[src/logic/page_pkg.sv]
package page_pkg;

  // ---------------------------------------------------------------
  // register map (byte addresses, one 32-bit word each)
  // ---------------------------------------------------------------
  localparam logic [3:0] OFS_READ_PAGE = 4'h0;  // data_read_page
  localparam logic [3:0] OFS_WRITE_PAGE = 4'h4; // data_write_page
  localparam logic [3:0] OFS_STATUS = 4'h8;     // sticky trap flag, last access kind

  // status field positions
  localparam int STAT_TRAP = 0; // sticky, write one to clear
  localparam int STAT_EXT = 1;  // last access went to extended data space
  localparam int STAT_PROG = 2; // last access went to the program window

  // ---------------------------------------------------------------
  // page values
  // ---------------------------------------------------------------
  localparam logic [9:0] PAGE_RESET = 10'h001;     // both pages after reset
  localparam logic [9:0] PAGE_ZERO = 10'h000;      // illegal through paging
  localparam logic [9:0] PAGE_EXT_LAST = 10'h1FF;  // last extended page
  localparam logic [9:0] PAGE_PS_FIRST = 10'h200;  // first lower-word window page
  localparam logic [9:0] PAGE_PS_LOW_LAST = 10'h2FF;
  localparam logic [9:0] PAGE_PS_HIGH_FIRST = 10'h300;
  localparam logic [9:0] PAGE_PS_LAST = 10'h3FF;
  localparam logic [9:0] PAGE_ONE = 10'h001;       // page step
  localparam logic [7:0] BASE_UPPER = 8'h00;       // upper byte of base space
  localparam int EA_PAGED_BIT = 15;                // selects the paged half
  localparam int PS_SEL_BIT = 9;                   // read page program select

  localparam logic [1:0] RESP_OKAY = 2'h0;
  localparam logic [1:0] RESP_SLVERR = 2'h2;

  // ---------------------------------------------------------------
  // types
  // ---------------------------------------------------------------
  typedef enum logic [2:0] {
    MODE_PLAIN,    // no modification, never crosses
    MODE_PREPOST,  // pre- or post-modified indirect
    MODE_OFFSET,   // register offset
    MODE_MODULO,   // modulo addressing
    MODE_BITREV    // bit-reversed addressing
  } addr_mode_t;

  typedef struct packed {
    logic write;          // access is a write
    logic ps_target;      // write aimed at program space
    addr_mode_t mode;     // how the effective address was made
    logic [15:0] ea_orig; // effective address before modification
    logic [15:0] ea_mod;  // effective address after modification
    logic ovf;            // modification carried past 0xFFFF
    logic unf;            // modification borrowed below 0x8000
  } addr_req_t;

  typedef struct packed {
    logic [23:0] addr;    // extended address to the data bus
    logic [15:0] ea;      // effective address after bit 15 fix-up
    logic ext;            // extended data space access
    logic prog;           // program window read
    logic trap;           // address error trap
  } addr_resp_t;

endpackage

[src/logic/paged_data_address_extension.sv]
// Added by the designer: the AXI4-Lite interface to the registers and the register addresses.
`timescale 1ns/1ns
// How it works
// - read page plus low address forms read address
// - write page plus low address forms write address
// - ten-bit read page, nine-bit write page
// - read pages from 0x200 reach program window
// - writes toward program space raise a trap
// - paged access with page zero traps
// - overflow increments page, keeps bit 15 set
// - underflow decrements page, keeps bit 15 set
// - crossings count only for pre/post modify
// - offset, modulo, bit-reverse wrap within page
// - overflow from last pages drops to base
// - overflow from 0x2FF moves to 0x300
// - underflow from 0x001 or 0x200 drops to base
// - underflow from 0x300 moves to 0x2FF
// - only small modifications stay linear
// - read and write pages work independently
// - thirty-two and sixteen megabyte reach
// - both pages reset to 0x001
// - software write of zero leaves page unchanged
module paged_data_address_extension #(
  parameter int ADDR_W = 4 // register bus address width
) (
  input wire logic aclk,                    // system clock
  input wire logic aresetn,                 // synchronous reset, low active
  input wire logic [ADDR_W-1:0] awaddr,     // write address
  input wire logic awvalid,                 // write address valid
  output logic awready,                     // write address ready
  input wire logic [31:0] wdata,            // write data
  input wire logic [3:0] wstrb,             // byte strobes
  input wire logic wvalid,                  // write data valid
  output logic wready,                      // write data ready
  output logic [1:0] bresp,                 // write response
  output logic bvalid,                      // write response valid
  input wire logic bready,                  // write response ready
  input wire logic [ADDR_W-1:0] araddr,     // read address
  input wire logic arvalid,                 // read address valid
  output logic arready,                     // read address ready
  output logic [31:0] rdata,                // read data
  output logic [1:0] rresp,                 // read response
  output logic rvalid,                      // read data valid
  input wire logic rready,                  // read data ready
  input wire logic req_valid,               // address request strobe
  input wire page_pkg::addr_req_t req,      // address request
  output logic resp_valid,                  // answer strobe, one cycle
  output page_pkg::addr_resp_t resp,        // answer
  output logic [9:0] read_page_reg,         // current read page
  output logic [8:0] write_page_reg         // current write page
);

  // ---------------------------------------------------------------
  // state
  // ---------------------------------------------------------------
  logic [9:0] rpage_q, rpage_d;      // read page
  logic [8:0] wpage_q, wpage_d;      // write page
  logic trap_q, trap_d;              // sticky trap flag
  logic resp_valid_q, resp_valid_d;  // answer strobe
  page_pkg::addr_resp_t resp_q, resp_d; // registered answer

  logic aw_have_q, aw_have_d;        // write address held
  logic w_have_q, w_have_d;          // write data held
  logic [ADDR_W-1:0] aw_q, aw_d;     // held write address
  logic [31:0] wd_q, wd_d;           // held write data
  logic [3:0] ws_q, ws_d;            // held strobes
  logic bvalid_q, bvalid_d;          // write response pending
  logic [1:0] bresp_q, bresp_d;      // write response code
  logic awready_q, awready_d;        // registered ready
  logic wready_q, wready_d;          // registered ready
  logic arready_q, arready_d;        // registered ready
  logic rvalid_q, rvalid_d;          // read data pending
  logic [31:0] rdata_q, rdata_d;     // read data
  logic [1:0] rresp_q, rresp_d;      // read response code

  // ---------------------------------------------------------------
  // helpers
  // ---------------------------------------------------------------
  // merge the low two byte lanes into a page value
  function automatic logic [9:0] merge_page(input logic [9:0] old,
                                            input logic [31:0] data,
                                            input logic [3:0] strb);
    logic [9:0] v;
    v = old;
    if (strb[0]) begin
      v[7:0] = data[7:0];
    end
    if (strb[1]) begin
      v[9:8] = data[9:8];
    end
    return v;
  endfunction

  // ---------------------------------------------------------------
  // crossing steps for both pages
  // ---------------------------------------------------------------
  logic [9:0] rstep_page, wstep_page; // pages after a crossing
  logic rstep_ea15, wstep_ea15;       // bit 15 after a crossing

  page_step #(.IS_READ(1'b1)) u_rstep (
    .page(rpage_q),
    .ovf(req.ovf),
    .unf(req.unf),
    .page_nxt(rstep_page),
    .ea15(rstep_ea15)
  );

  page_step #(.IS_READ(1'b0)) u_wstep (
    .page({1'b0, wpage_q}),
    .ovf(req.ovf),
    .unf(req.unf),
    .page_nxt(wstep_page),
    .ea15(wstep_ea15)
  );

  // ---------------------------------------------------------------
  // request classification
  // ---------------------------------------------------------------
  logic crossing;       // pre/post crossing from a paged address
  logic wrapping;       // crossing in a wrap-only mode
  logic [9:0] sel_page; // page used to form the address
  logic [15:0] ea_fix;  // effective address after bit 15 fix-up
  page_pkg::addr_resp_t formed; // formed answer
  logic hw_step;        // page register steps this cycle

  // large offsets can cross more than one page; only one step is taken
  always_comb begin
    crossing = req.ea_orig[page_pkg::EA_PAGED_BIT] &&
               req.mode == page_pkg::MODE_PREPOST && (req.ovf || req.unf);
    wrapping = req.ea_orig[page_pkg::EA_PAGED_BIT] && (req.ovf || req.unf) &&
               (req.mode == page_pkg::MODE_OFFSET || req.mode == page_pkg::MODE_MODULO ||
                req.mode == page_pkg::MODE_BITREV);
    ea_fix = req.ea_mod;
    sel_page = req.write ? {1'b0, wpage_q} : rpage_q;
    if (crossing) begin
      // bit 15 is taken from the table, the page already stepped
      ea_fix[page_pkg::EA_PAGED_BIT] = req.write ? wstep_ea15 : rstep_ea15;
      sel_page = req.write ? wstep_page : rstep_page;
    end else if (wrapping) begin
      ea_fix[page_pkg::EA_PAGED_BIT] = 1'b1;
    end
  end

  addr_form u_form (
    .page(sel_page),
    .ea(ea_fix),
    .write(req.write),
    .ps_target(req.ps_target),
    .resp(formed)
  );

  assign hw_step = req_valid && crossing && !formed.trap;

  // ---------------------------------------------------------------
  // bus write channel
  // ---------------------------------------------------------------
  logic wr_do; // held address and data meet this cycle
  always_comb begin
    aw_have_d = aw_have_q;
    w_have_d = w_have_q;
    aw_d = aw_q;
    wd_d = wd_q;
    ws_d = ws_q;
    bvalid_d = bvalid_q;
    bresp_d = bresp_q;
    // address and data may come in either order
    if (awvalid && awready_q) begin
      aw_have_d = 1'b1;
      aw_d = awaddr;
    end
    if (wvalid && wready_q) begin
      w_have_d = 1'b1;
      wd_d = wdata;
      ws_d = wstrb;
    end
    wr_do = aw_have_d && w_have_d && !bvalid_q;
    if (bvalid_q && bready) begin
      bvalid_d = 1'b0;
    end
    if (wr_do) begin
      aw_have_d = 1'b0;
      w_have_d = 1'b0;
      bvalid_d = 1'b1;
      bresp_d = (aw_d == page_pkg::OFS_READ_PAGE || aw_d == page_pkg::OFS_WRITE_PAGE ||
                 aw_d == page_pkg::OFS_STATUS) ? page_pkg::RESP_OKAY : page_pkg::RESP_SLVERR;
    end
    // one write at a time: no new beat on a channel while it holds one or a response is pending
    awready_d = !aw_have_d && !bvalid_d && !wr_do;
    wready_d = !w_have_d && !bvalid_d && !wr_do;
  end

  // ---------------------------------------------------------------
  // pages, flag and answer
  // ---------------------------------------------------------------
  logic [9:0] sw_val; // merged software value
  always_comb begin
    rpage_d = rpage_q;
    wpage_d = wpage_q;
    trap_d = trap_q;
    sw_val = page_pkg::PAGE_ZERO;
    if (hw_step) begin
      if (req.write) begin
        wpage_d = wstep_page[8:0];
      end else begin
        rpage_d = rstep_page;
      end
    end
    // software write wins over a hardware step in the same cycle
    if (wr_do && aw_d == page_pkg::OFS_READ_PAGE) begin
      sw_val = merge_page(rpage_q, wd_d, ws_d);
      if (sw_val != page_pkg::PAGE_ZERO) begin
        rpage_d = sw_val;
      end
    end
    if (wr_do && aw_d == page_pkg::OFS_WRITE_PAGE) begin
      sw_val = merge_page({1'b0, wpage_q}, wd_d, ws_d);
      if (sw_val[8:0] != page_pkg::PAGE_ZERO[8:0]) begin
        wpage_d = sw_val[8:0];
      end
    end
    if (wr_do && aw_d == page_pkg::OFS_STATUS && ws_d[0] && wd_d[page_pkg::STAT_TRAP]) begin
      trap_d = 1'b0;
    end
    // a trap in the clearing cycle is kept
    if (req_valid && formed.trap) begin
      trap_d = 1'b1;
    end
    resp_valid_d = req_valid;
    resp_d = req_valid ? formed : resp_q;
  end

  // ---------------------------------------------------------------
  // bus read channel
  // ---------------------------------------------------------------
  always_comb begin
    rvalid_d = rvalid_q;
    rdata_d = rdata_q;
    rresp_d = rresp_q;
    if (rvalid_q && rready) begin
      rvalid_d = 1'b0;
    end
    if (arvalid && arready_q) begin
      rvalid_d = 1'b1;
      rresp_d = page_pkg::RESP_OKAY;
      case (araddr)
        page_pkg::OFS_READ_PAGE: begin
          rdata_d = {22'h000000, rpage_q};
        end
        page_pkg::OFS_WRITE_PAGE: begin
          rdata_d = {23'h000000, wpage_q};
        end
        page_pkg::OFS_STATUS: begin
          // shows the block's own state
          rdata_d = {29'h00000000, resp_q.prog, resp_q.ext, trap_q};
        end
        default: begin
          rdata_d = 32'h00000000;
          rresp_d = page_pkg::RESP_SLVERR;
        end
      endcase
    end
    arready_d = !rvalid_d;
  end

  // ---------------------------------------------------------------
  // registers
  // ---------------------------------------------------------------
  always_ff @(posedge aclk) begin
    if (!aresetn) begin
      rpage_q <= page_pkg::PAGE_RESET;
      wpage_q <= page_pkg::PAGE_RESET[8:0];
      trap_q <= 1'b0;
      resp_valid_q <= 1'b0;
      resp_q <= '0;
      aw_have_q <= 1'b0;
      w_have_q <= 1'b0;
      aw_q <= '0;
      wd_q <= 32'h00000000;
      ws_q <= 4'h0;
      bvalid_q <= 1'b0;
      bresp_q <= page_pkg::RESP_OKAY;
      awready_q <= 1'b0;
      wready_q <= 1'b0;
      arready_q <= 1'b0;
      rvalid_q <= 1'b0;
      rdata_q <= 32'h00000000;
      rresp_q <= page_pkg::RESP_OKAY;
    end else begin
      rpage_q <= rpage_d;
      wpage_q <= wpage_d;
      trap_q <= trap_d;
      resp_valid_q <= resp_valid_d;
      resp_q <= resp_d;
      aw_have_q <= aw_have_d;
      w_have_q <= w_have_d;
      aw_q <= aw_d;
      wd_q <= wd_d;
      ws_q <= ws_d;
      bvalid_q <= bvalid_d;
      bresp_q <= bresp_d;
      awready_q <= awready_d;
      wready_q <= wready_d;
      arready_q <= arready_d;
      rvalid_q <= rvalid_d;
      rdata_q <= rdata_d;
      rresp_q <= rresp_d;
    end
  end

  assign awready = awready_q;
  assign wready = wready_q;
  assign bvalid = bvalid_q;
  assign bresp = bresp_q;
  assign arready = arready_q;
  assign rvalid = rvalid_q;
  assign rdata = rdata_q;
  assign rresp = rresp_q;
  assign resp_valid = resp_valid_q;
  assign resp = resp_q;
  assign read_page_reg = rpage_q;
  assign write_page_reg = wpage_q;

  logic quiet_sw; // no software write to either page this cycle
  assign quiet_sw = !(wr_do && (aw_d == page_pkg::OFS_READ_PAGE ||
                                aw_d == page_pkg::OFS_WRITE_PAGE));
endmodule

[src/logic/page_step.sv]
`timescale 1ns/1ns
// next page and paged-half bit for one page crossing
module page_step #(
  parameter bit IS_READ = 1'b1 // read page knows the program window limits
) (
  input wire logic [9:0] page, // page before the crossing
  input wire logic ovf,        // overflow seen
  input wire logic unf,        // underflow seen
  output logic [9:0] page_nxt, // page after the crossing
  output logic ea15            // value for effective address bit 15
);

  // ---------------------------------------------------------------
  // boundary table
  // ---------------------------------------------------------------
  always_comb begin
    page_nxt = page;
    ea15 = 1'b1;
    if (ovf) begin
      if (page == page_pkg::PAGE_EXT_LAST ||
          (IS_READ && page == page_pkg::PAGE_PS_LAST)) begin
        ea15 = 1'b0;
      end else if (IS_READ && page == page_pkg::PAGE_PS_LOW_LAST) begin
        page_nxt = page_pkg::PAGE_PS_HIGH_FIRST;
      end else begin
        page_nxt = page + page_pkg::PAGE_ONE;
      end
    end else if (unf) begin
      // the write page treats its first page the same way
      if (page == page_pkg::PAGE_RESET ||
          (IS_READ && page == page_pkg::PAGE_PS_FIRST)) begin
        ea15 = 1'b0;
      end else if (IS_READ && page == page_pkg::PAGE_PS_HIGH_FIRST) begin
        page_nxt = page_pkg::PAGE_PS_LOW_LAST;
      end else begin
        page_nxt = page - page_pkg::PAGE_ONE;
      end
    end
  end

endmodule

[src/logic/addr_form.sv]
`timescale 1ns/1ns
// builds the 24-bit address and the trap from a page and an address
module addr_form (
  input wire logic [9:0] page,   // selected page
  input wire logic [15:0] ea,    // effective address after fix-up
  input wire logic write,        // access is a write
  input wire logic ps_target,    // write aimed at program space
  output page_pkg::addr_resp_t resp // formed answer
);

  logic paged; // upper half of base space
  assign paged = ea[page_pkg::EA_PAGED_BIT];

  // ---------------------------------------------------------------
  // address and trap
  // ---------------------------------------------------------------
  always_comb begin
    resp.ea = ea;
    // writes have no way into program space
    resp.trap = (write && ps_target) ||
                (paged && page == page_pkg::PAGE_ZERO);
    if (paged) begin
      resp.addr = {page[8:0], ea[14:0]};
    end else begin
      resp.addr = {page_pkg::BASE_UPPER, ea};
    end
    resp.prog = paged && !write && page[page_pkg::PS_SEL_BIT] && !resp.trap;
    resp.ext = paged && !resp.prog && !resp.trap;
  end

endmodule

[config.mk]
export PLATFORM = sky130hd
export DESIGN_NAME = paged_data_address_extension
export DESIGN_NICKNAME = d
export VERILOG_FILES = /design/src/logic/page_pkg.sv /design/src/logic/paged_data_address_extension.sv /design/src/logic/page_step.sv /design/src/logic/addr_form.sv
export SDC_FILE = /design/constraint.sdc
export NUM_CORES = 1
export LEC_CHECK = 0
export BUFFER_PORTS_ARGS = -buffer_cell sky130_fd_sc_hd__buf_2
export CAP_MARGIN = 20
export CORE_MARGIN = 2
export CORE_UTILIZATION = 45
export CTS_CLUSTER_DIAMETER = 200
export DETAILED_ROUTE_END_ITERATION = 6
export PLACE_DENSITY = 0.7
export SLEW_MARGIN = 20
export SYNTH_ARGS = -nofsm -noshare
export SYNTH_HDL_FRONTEND = slang
export SYNTH_SLANG_ARGS = --single-unit
[constraint.sdc]
create_clock -name aclk -period 3.8 [get_ports aclk]
set_input_delay 0 -clock aclk [delete_from_list [all_inputs] [get_ports aclk]]
set_output_delay 0 -clock aclk [all_outputs]
set_load 0.1 [all_outputs]
# After elaboration in Yosys (flattened, before gate mapping)
# Index checks and enable logic that the tools add are counted.
[classes] n_eq_ne=16 n_mux=57 n_reduce_logical=54 n_addsub=4
[op_table] operator="10-bit 2-to-1 mux" count=18
[op_table] operator="10-bit == test (second input constant)" count=4
[op_table] operator="9-bit 2-to-1 mux" count=4
[op_table] operator="8-bit 2-to-1 mux" count=4
[op_table] operator="1-bit logical AND" count=30
[op_table] operator="10-bit case mux with 3 select lines" count=1
[op_table] operator="24-bit 2-to-1 mux" count=1
[op_table] operator="1-bit 2-to-1 mux" count=23
[op_table] operator="10-bit by 1-bit adder with 10-bit output (second input constant)" count=1
[op_table] operator="9-bit by 1-bit adder with 10-bit output (second input constant)" count=1
[op_table] operator="10-bit by 1-bit == test with 1-bit output (second input constant)" count=1
[op_table] operator="10-bit by 9-bit == test with 1-bit output (second input constant)" count=1
[op_table] operator="10-bit logical NOT" count=1
[op_table] operator="2-bit 2-to-1 mux" count=5
[op_table] operator="10-bit nonzero test" count=1
[op_table] operator="10-bit by 1-bit subtractor with 10-bit output (second input constant)" count=1
[op_table] operator="9-bit by 1-bit subtractor with 10-bit output (second input constant)" count=1
[op_table] operator="9-bit by 1-bit == test with 1-bit output (second input constant)" count=1
[op_table] operator="9-bit == test (second input constant)" count=1
[op_table] operator="1-bit logical NOT" count=9
[op_table] operator="9-bit nonzero test" count=1
[op_table] operator="4-bit by 3-bit == test with 1-bit output (second input constant)" count=2
[op_table] operator="4-bit == test (second input constant)" count=2
[op_table] operator="4-bit logical NOT" count=2
[op_table] operator="7 further kinds" count=15
[word_totals] wordCells=153 register_bits=123 in_bits=91

# Logic depth before layout (Yosys ltp)
[logic_depth] word_depth=15 mapped_depth=14 depth_no_buf=11

# Hierarchy
# Synthesis repeated with hierarchy kept, for this count alone.
[unflattened] cells_unflattened=788 hier_area_um2=6703.9
[modules_own_cells] mod="paged_data_address_extension" cells_each=543 instances=1 area_each_um2=4952.2
[modules_own_cells] mod="page_step at u_rstep" cells_each=116 instances=1 area_each_um2=830.8
[modules_own_cells] mod="page_step at u_wstep" cells_each=79 instances=1 area_each_um2=566.8
[modules_own_cells] mod="addr_form" cells_each=50 instances=1 area_each_um2=354.1

# Worst setup path after synthesis
# Ideal clock, no wire load.
[synth_timing] kind="reg2reg" from="register rpage_q[0] (netlist: read_page_reg[0])" to="register rpage_q[6] (netlist: read_page_reg[6])" setup_slack_ps=-98 n_path_buf=1 setup_ps=115 arrival_ps=3783 stages_incl_launch_ff=13 cell_sequence="dfxtp_1 > clkbuf_1 > inv_1 > ha_1 > mux2_2 > a31oi_1 > xor2_1 > a21oi_1 > o211ai_1 > nor4_4 > a21o_1 > mux2_1 > o21a_1"
[synth_between] elab_chain_cells=15 elab_cells_between_ends=37 cone_classes="add/sub: 2; eq/ne: 6; mux: 21; reduce/logical: 8"
[synth_rtl] element="from (decl)" line_no="paged_data_address_extension.sv:56" text="logic [9:0] rpage_q, rpage_d;"
[synth_rtl] element="from (signal assigned)" line_no="paged_data_address_extension.sv:270" text="rpage_q <= page_pkg::PAGE_RESET;"
[synth_rtl] element="from (signal assigned)" line_no="paged_data_address_extension.sv:289" text="rpage_q <= rpage_d;"
[synth_rtl] element="10-bit by 1-bit subtractor with 10-bit output, or another cell as far along" line_no="page_step.sv:36" text="page_nxt = page - page_pkg::PAGE_ONE;"
[synth_rtl] element="10-bit 2-to-1 mux / 1-bit logical OR (equally long branches)" line_no="page_step.sv:33, page_step.sv:30"
[synth_rtl] element="10-bit 2-to-1 mux" line_no="page_step.sv:30" text="if (page == page_pkg::PAGE_RESET ||"
[synth_rtl] element="10-bit 2-to-1 mux" line_no="page_step.sv:28" text="end else if (unf) begin"
[synth_rtl] element="10-bit 2-to-1 mux" line_no="page_step.sv:19" text="if (ovf) begin"
[synth_rtl] element="10-bit 2-to-1 mux" line_no="paged_data_address_extension.sv:138" text="sel_page = req.write ? wstep_page : rstep_page;"
[synth_rtl] element="10-bit 2-to-1 mux" line_no="paged_data_address_extension.sv:135" text="if (crossing) begin"
[synth_rtl] element="10-bit logical NOT" line_no="addr_form.sv:21" text="(paged && page == page_pkg::PAGE_ZERO);"
[synth_rtl] element="1-bit logical AND" line_no="addr_form.sv:21"
[synth_rtl] element="1-bit logical OR" line_no="addr_form.sv:20" text="resp.trap = (write && ps_target) ||"
[synth_rtl] element="1-bit logical NOT" line_no="paged_data_address_extension.sv:152" text="assign hw_step = req_valid && crossing && !formed.trap;"
[synth_rtl] element="1-bit logical AND" line_no="paged_data_address_extension.sv:152"
[synth_rtl] element="10-bit 2-to-1 mux" line_no="paged_data_address_extension.sv:201" text="if (hw_step) begin"
[synth_rtl] element="10-bit 2-to-1 mux" line_no="paged_data_address_extension.sv:211" text="if (sw_val != page_pkg::PAGE_ZERO) begin"
[synth_rtl] element="10-bit 2-to-1 mux (*)" line_no="paged_data_address_extension.sv:209" text="if (wr_do && aw_d == page_pkg::OFS_READ_PAGE) begin"
# Mark *: on every way between the ends. The rest lies on a longest branch, timed or not. The select of a mux whose other input is x is not followed.
# A chain may end at the register's enable or synchronous reset.

# Worst setup path in the final report
[layout_timing] from="register rpage_q[5] (netlist: read_page_reg[5])" to="register rpage_q[6] (netlist: read_page_reg[6])"
# The elaborated chain is that of the path after synthesis.

==> impl_table.tex <==
\begin{tabular}{lr}
\hline
Metric & Value \\
\hline
\multicolumn{2}{l}{\textbf{Clocking}} \\
\quad Total clock buffers created by CTS & 9 \\
\quad Clock tree root driver cell & sky130\_fd\_sc\_hd\_\_clkbuf\_16 \\
\quad Post-CTS Repair Setup Buffers & 0 \\
\quad Sinks on Clock Net & between 80 and 90 \\
\quad TritonCTS clock tree & yes \\
\quad Clock tree buffer depth & 2 \\
\quad H-Tree Level Count & 3 \\
\quad Worst-path clk slew & about 0.070 ns \\
\quad Worst-Skew Late Latency & roughly 0.34 ns \\
\multicolumn{2}{l}{\textbf{Timing}} \\
\quad Maximum clock skew at final layout & around 0.01 ns \\
\quad Setup\_tns & 0 ns \\
\quad Tightest Pin Transition & 0.8103 ns \\
\quad Unrepaired setup endpoints after global routing & false \\
\quad Post-layout minimum cycle time & approximately 3.5 ns \\
\quad Number of slew-limit violations in the final report & 0 \\
\quad Setup-violating endpoint count in the final report & 0 \\
\quad Final period util & about nine tenths \\
\quad Fin. Hold Viols & 0 \\
\quad Hold slack & between 0.009 and 0.01 ns \\
\quad Fmax & $\sim$0.29 GHz \\
\quad Worst-case headroom to the max-slew limit & a little under half \\
\multicolumn{2}{l}{\textbf{Worst setup path}} \\
\quad Reg2Reg Capture Point & read\_page\_reg[6]\$\_SDFF\_PN0\_ \\
\quad R2R setup slack & 0.31 ns \\
\quad Required arrival time at the worst endpoint & about 4 ns \\
\quad Worst flop-to-flop path startpoint & read\_page\_reg[5]\$\_SDFF\_PN0\_ \\
\quad Biggest fanout along the worst timing path & 14 \\
\quad Timing startpoint of the critical path & read\_page\_reg[5]\$\_SDFF\_PN0\_ \\
\quad R2R cell count & 11 \\
\quad Worst Path Arrival & roughly 3.7 ns \\
\quad Critical setup path kind & reg2reg \\
\quad Critical path capture point & read\_page\_reg[6]\$\_SDFF\_PN0\_ \\
\quad Endpoint class of the critical path & register \\
\quad Kind of launch point of the worst setup path & register \\
\multicolumn{2}{l}{\textbf{Floorplanning}} \\
\quad Die ar. & between 10,000 and 15,000 um2 \\
\quad Die Y & 118.8 um \\
\quad Die Width & 118.8 um \\
\quad Initial core utilization & about 47\% \\
\quad Top-level port count & approximately 200 \\
\quad Number of rows created at floorplan & about 40 \\
\quad Placeable core area & 12,720 um2 \\
\multicolumn{2}{l}{\textbf{Power and ir drop}} \\
\quad Fraction of power consumed by sequential logic & a little over a third \\
\quad Leak pwr & roughly 0.0032 uW \\
\quad Worst VDD drop & approximately 390 uV \\
\quad Switching component of the power & approximately 1000 uW \\
\quad Fraction of power consumed by combinational cells & 30.1\% \\
\quad Sw frac & between 30\% and 40\% \\
\quad Power consumption & roughly 2600 uW \\
\quad Power per standard cell area & about 350 nW/um2 \\
\quad Cell internal pwr & about 1600 uW \\
\quad Clk network pwr share & approximately a third \\
\multicolumn{2}{l}{\textbf{Logic synthesis}} \\
\quad Number of instances in the synthesized netlist & around 740 \\
\quad Synthesized area divided by synthesized cell count & about 8.0 um2 \\
\quad Area contributors post-synth & sky130\_fd\_sc\_hd\_\_dfxtp\_1 (28\%), sky130\_fd\_sc\_hd\_\_mux2i\_1 (7.4\%), sky130\_fd\_sc\_hd\_\_buf\_4 (4.9\%), sky130\_fd\_sc\_hd\_\_nor2\_1 (4.9\%), sky130\_fd\_sc\_hd\_\_nand2\_1 (4.0\%) \\
\quad Xor and xnor area share after synthesis & less than 1\% \\
\quad Yosys warning count & 0 \\
\quad Cell taking the most area after synthesis & sky130\_fd\_sc\_hd\_\_dfxtp\_1 \\
\quad Register area share after synthesis & 28.34\% \\
\quad Seq cells post-synth & 84 \\
\quad Cell area after technology mapping & $\sim$6000 um2 \\
\quad Mux share of post-synthesis cell area & 9.509\% \\
\quad Main flop type after synthesis & sky130\_fd\_sc\_hd\_\_dfxtp\_1 \\
\quad Unique masters post-synth & between 90 and 100 \\
\quad Share of the synthesized area in the top cell type & $\sim$28\% \\
\quad Simple-gate share of the synthesized area & between 20\% and 30\% \\
\quad EDFF count, synth & 0 \\
\quad Dominant combinational cell family by area after synthesis & compound AO/OA/AOI/OAI gates \\
\quad Fraction of the mapped netlist area in adder cells & under 10\% \\
\quad FFs w/ async S/R, synth & 0\% \\
\quad Post-synthesis compound-gate area fraction & approximately 28\% \\
\multicolumn{2}{l}{\textbf{Routing}} \\
\quad DRC violation total after the first TritonRoute iteration & 721 \\
\quad Wire length reported by the detailed router & 19,630 um \\
\quad Wire length on met2 & 8697 um \\
\quad Count of vias placed by the detailed router & approximately 6,500 \\
\quad Routed Antenna Nets & 0 \\
\quad Detailed route wirelength on metal3 & approximately 1900 um \\
\quad Top routing layer in use & met4 \\
\quad Ratio of routed vias to standard cells & $\sim$6.1 \\
\quad Wire length the detailed router placed on met1 & around 8200 um \\
\quad Number of DRC violations after detailed routing & 0 \\
\quad Routed wire length per instance & roughly 18 um \\
\quad Number of iterations in the first detailed-routing pass & 6 \\
\multicolumn{2}{l}{\textbf{Placement}} \\
\quad RD Place Congestion & approximately 1.0 \\
\quad Final HPWL from detailed placement & 14,560 um \\
\quad Dpl cell area & 6773 um2 \\
\quad Number of buffers added on ports & $\sim$130 \\
\multicolumn{2}{l}{\textbf{Hold path}} \\
\quad Class of the worst hold path & in2reg \\
\quad Hold Path Depth & 3 \\
\multicolumn{2}{l}{\textbf{Cells and area}} \\
\quad Antenna fix cells & 0 \\
\quad Number of flip-flops under the largest register name & 28 \\
\quad Most common cell after layout, fill and taps aside & sky130\_fd\_sc\_hd\_\_buf\_2 \\
\quad Fill cell total of the finished layout & around 1,200 \\
\quad Final cell area excluding filler cells & 7342 um2 \\
\quad Fraction of layout cells with a size suffix above 1 & 27.76\% \\
\quad Final net count & about 990 \\
\quad Synth-to-Final Area Change & 23.72\% \\
\quad Leading cell types in the layout, fill and taps excluded & sky130\_fd\_sc\_hd\_\_buf\_2 (131), sky130\_fd\_sc\_hd\_\_dfxtp\_1 (82), sky130\_fd\_sc\_hd\_\_nor2\_1 (77) \\
\multicolumn{2}{l}{\textbf{GRT}} \\
\quad Wire length of the first global-routing pass & between 30,000 and 40,000 um \\
\quad Overall Global Routing Usage & around 27\% \\
\quad Initial antenna violation count & 0 \\
\quad Largest net degree at the start of global routing & 43 \\
\quad Sum of overflow across all layers after global routing & 0 \\
\quad Via count of the first global-routing pass & just over 6,000 \\
\multicolumn{2}{l}{\textbf{Job}} \\
\quad Number of max-cap violations & 0 \\
\multicolumn{2}{l}{\textbf{Run status}} \\
\quad Result of the run & finished clean \\
\hline
\end{tabular}
[worst min-delay path by stage]
stage / startpoint / endpoint / slack [ns]
global placement: req[3] / resp[20]$_SDFFE_PN0P_ / 0.23
CTS: wvalid / wd_q[8]$_SDFF_PN0_ / 0.005
detailed placement: req[11] / resp[28]$_SDFFE_PN0P_ / 0.25
global route: wvalid / wd_q[8]$_SDFF_PN0_ / 0.03
floorplan: aresetn / write_page_reg[4]$_SDFF_PN0_ / 0.14
finish: wvalid / wd_q[8]$_SDFF_PN0_ / 0.01
[timing repair]
action	in CTS	in global routing
setup endpoints to repair	0	5
gates resized for setup	0	1
hold buffers	27	0
hold endpoints to repair	25	0
[layer usage]
layer / vias to the layer above / track usage, %
li1: 3006 / -
met1: 3018 / 35.02
met2: 412 / 43.03
met3: 68 / 6.513
met4: 0 / 11.01
met5: - / 0
[metrics by stage]
stage	instances	setup WS (ns)	utilization (%)
2_1_floorplan	765	0.07412	-
3_3_place_gp	1026	0.3646	53.24
3_5_place_dp	1026	0.3557	53.24
4_1_cts	1069	0.2897	57.64
5_1_grt	1069	0.1248	57.71
6_report	1069	0.3072	57.71
[worst max-delay path, cell delays in order, from the launching register on]
cell and delay [ns]:
sky130_fd_sc_hd__dfxtp_1 0.47, sky130_fd_sc_hd__nor4_2 0.48, sky130_fd_sc_hd__buf_4 0.22, sky130_fd_sc_hd__a41oi_1 0.11, sky130_fd_sc_hd__a311oi_1 0.45, sky130_fd_sc_hd__a211oi_1 0.11, sky130_fd_sc_hd__o41ai_1 0.32, sky130_fd_sc_hd__and4_1 0.33
sky130_fd_sc_hd__buf_4 0.18, sky130_fd_sc_hd__a21o_1 0.19, sky130_fd_sc_hd__mux2_1 0.35, sky130_fd_sc_hd__o21a_1 0.17
[cell type report]
class,instances,area [um2],area share [%]
multi-input combinational,566,3742,50.97
sequential,84,1684,22.94
clock inverter,7,65.06,0.8862
inverter,17,63.81,0.8691
timing repair buffer,214,1346,18.34
clock buffer,9,225.2,3.067
tap,172,215.2,2.931
[power by group through the flow]
stage	combinational, uW	sequential (uW)	clock, uW
detailed placement	743	965	0
global route	813	951	913
CTS	767	945	871
global placement	740	964	0
floorplan	454	1130	0
finish	777	947	862
[Yosys cell counts (6+ instances only)]
library cell / number
sky130_fd_sc_hd__dfxtp_1: 84
sky130_fd_sc_hd__nor2_1: 77
sky130_fd_sc_hd__nand2_1: 64
sky130_fd_sc_hd__a21oi_1: 46
sky130_fd_sc_hd__mux2i_1: 44
sky130_fd_sc_hd__buf_4: 39
sky130_fd_sc_hd__clkbuf_1: 36
sky130_fd_sc_hd__nand3_1: 24
sky130_fd_sc_hd__o21ai_0: 23
sky130_fd_sc_hd__nor3_1: 19
sky130_fd_sc_hd__inv_1: 17
sky130_fd_sc_hd__a31oi_1: 13
sky130_fd_sc_hd__buf_1: 11
sky130_fd_sc_hd__nand4_1: 11
sky130_fd_sc_hd__a211oi_1: 10
sky130_fd_sc_hd__nor2b_1: 10
sky130_fd_sc_hd__and2_1: 9
sky130_fd_sc_hd__buf_2: 9
sky130_fd_sc_hd__mux2_2: 8
sky130_fd_sc_hd__o21a_1: 8
sky130_fd_sc_hd__a22oi_1: 7
sky130_fd_sc_hd__and3_1: 7
sky130_fd_sc_hd__or3_1: 7
sky130_fd_sc_hd__ha_1: 6
[cells by family (layout without fill, tap and decap cells)]
kind of cell	count (synthesis)	count (layout)
simple gates	265	265
flops	84	84
other cells	1	24
xor+xnor	4	4
buf+inv	115	247
mux	54	54
fa+ha+maj	6	6
compound gates	213	213
(Power assumes the default switching activity.)
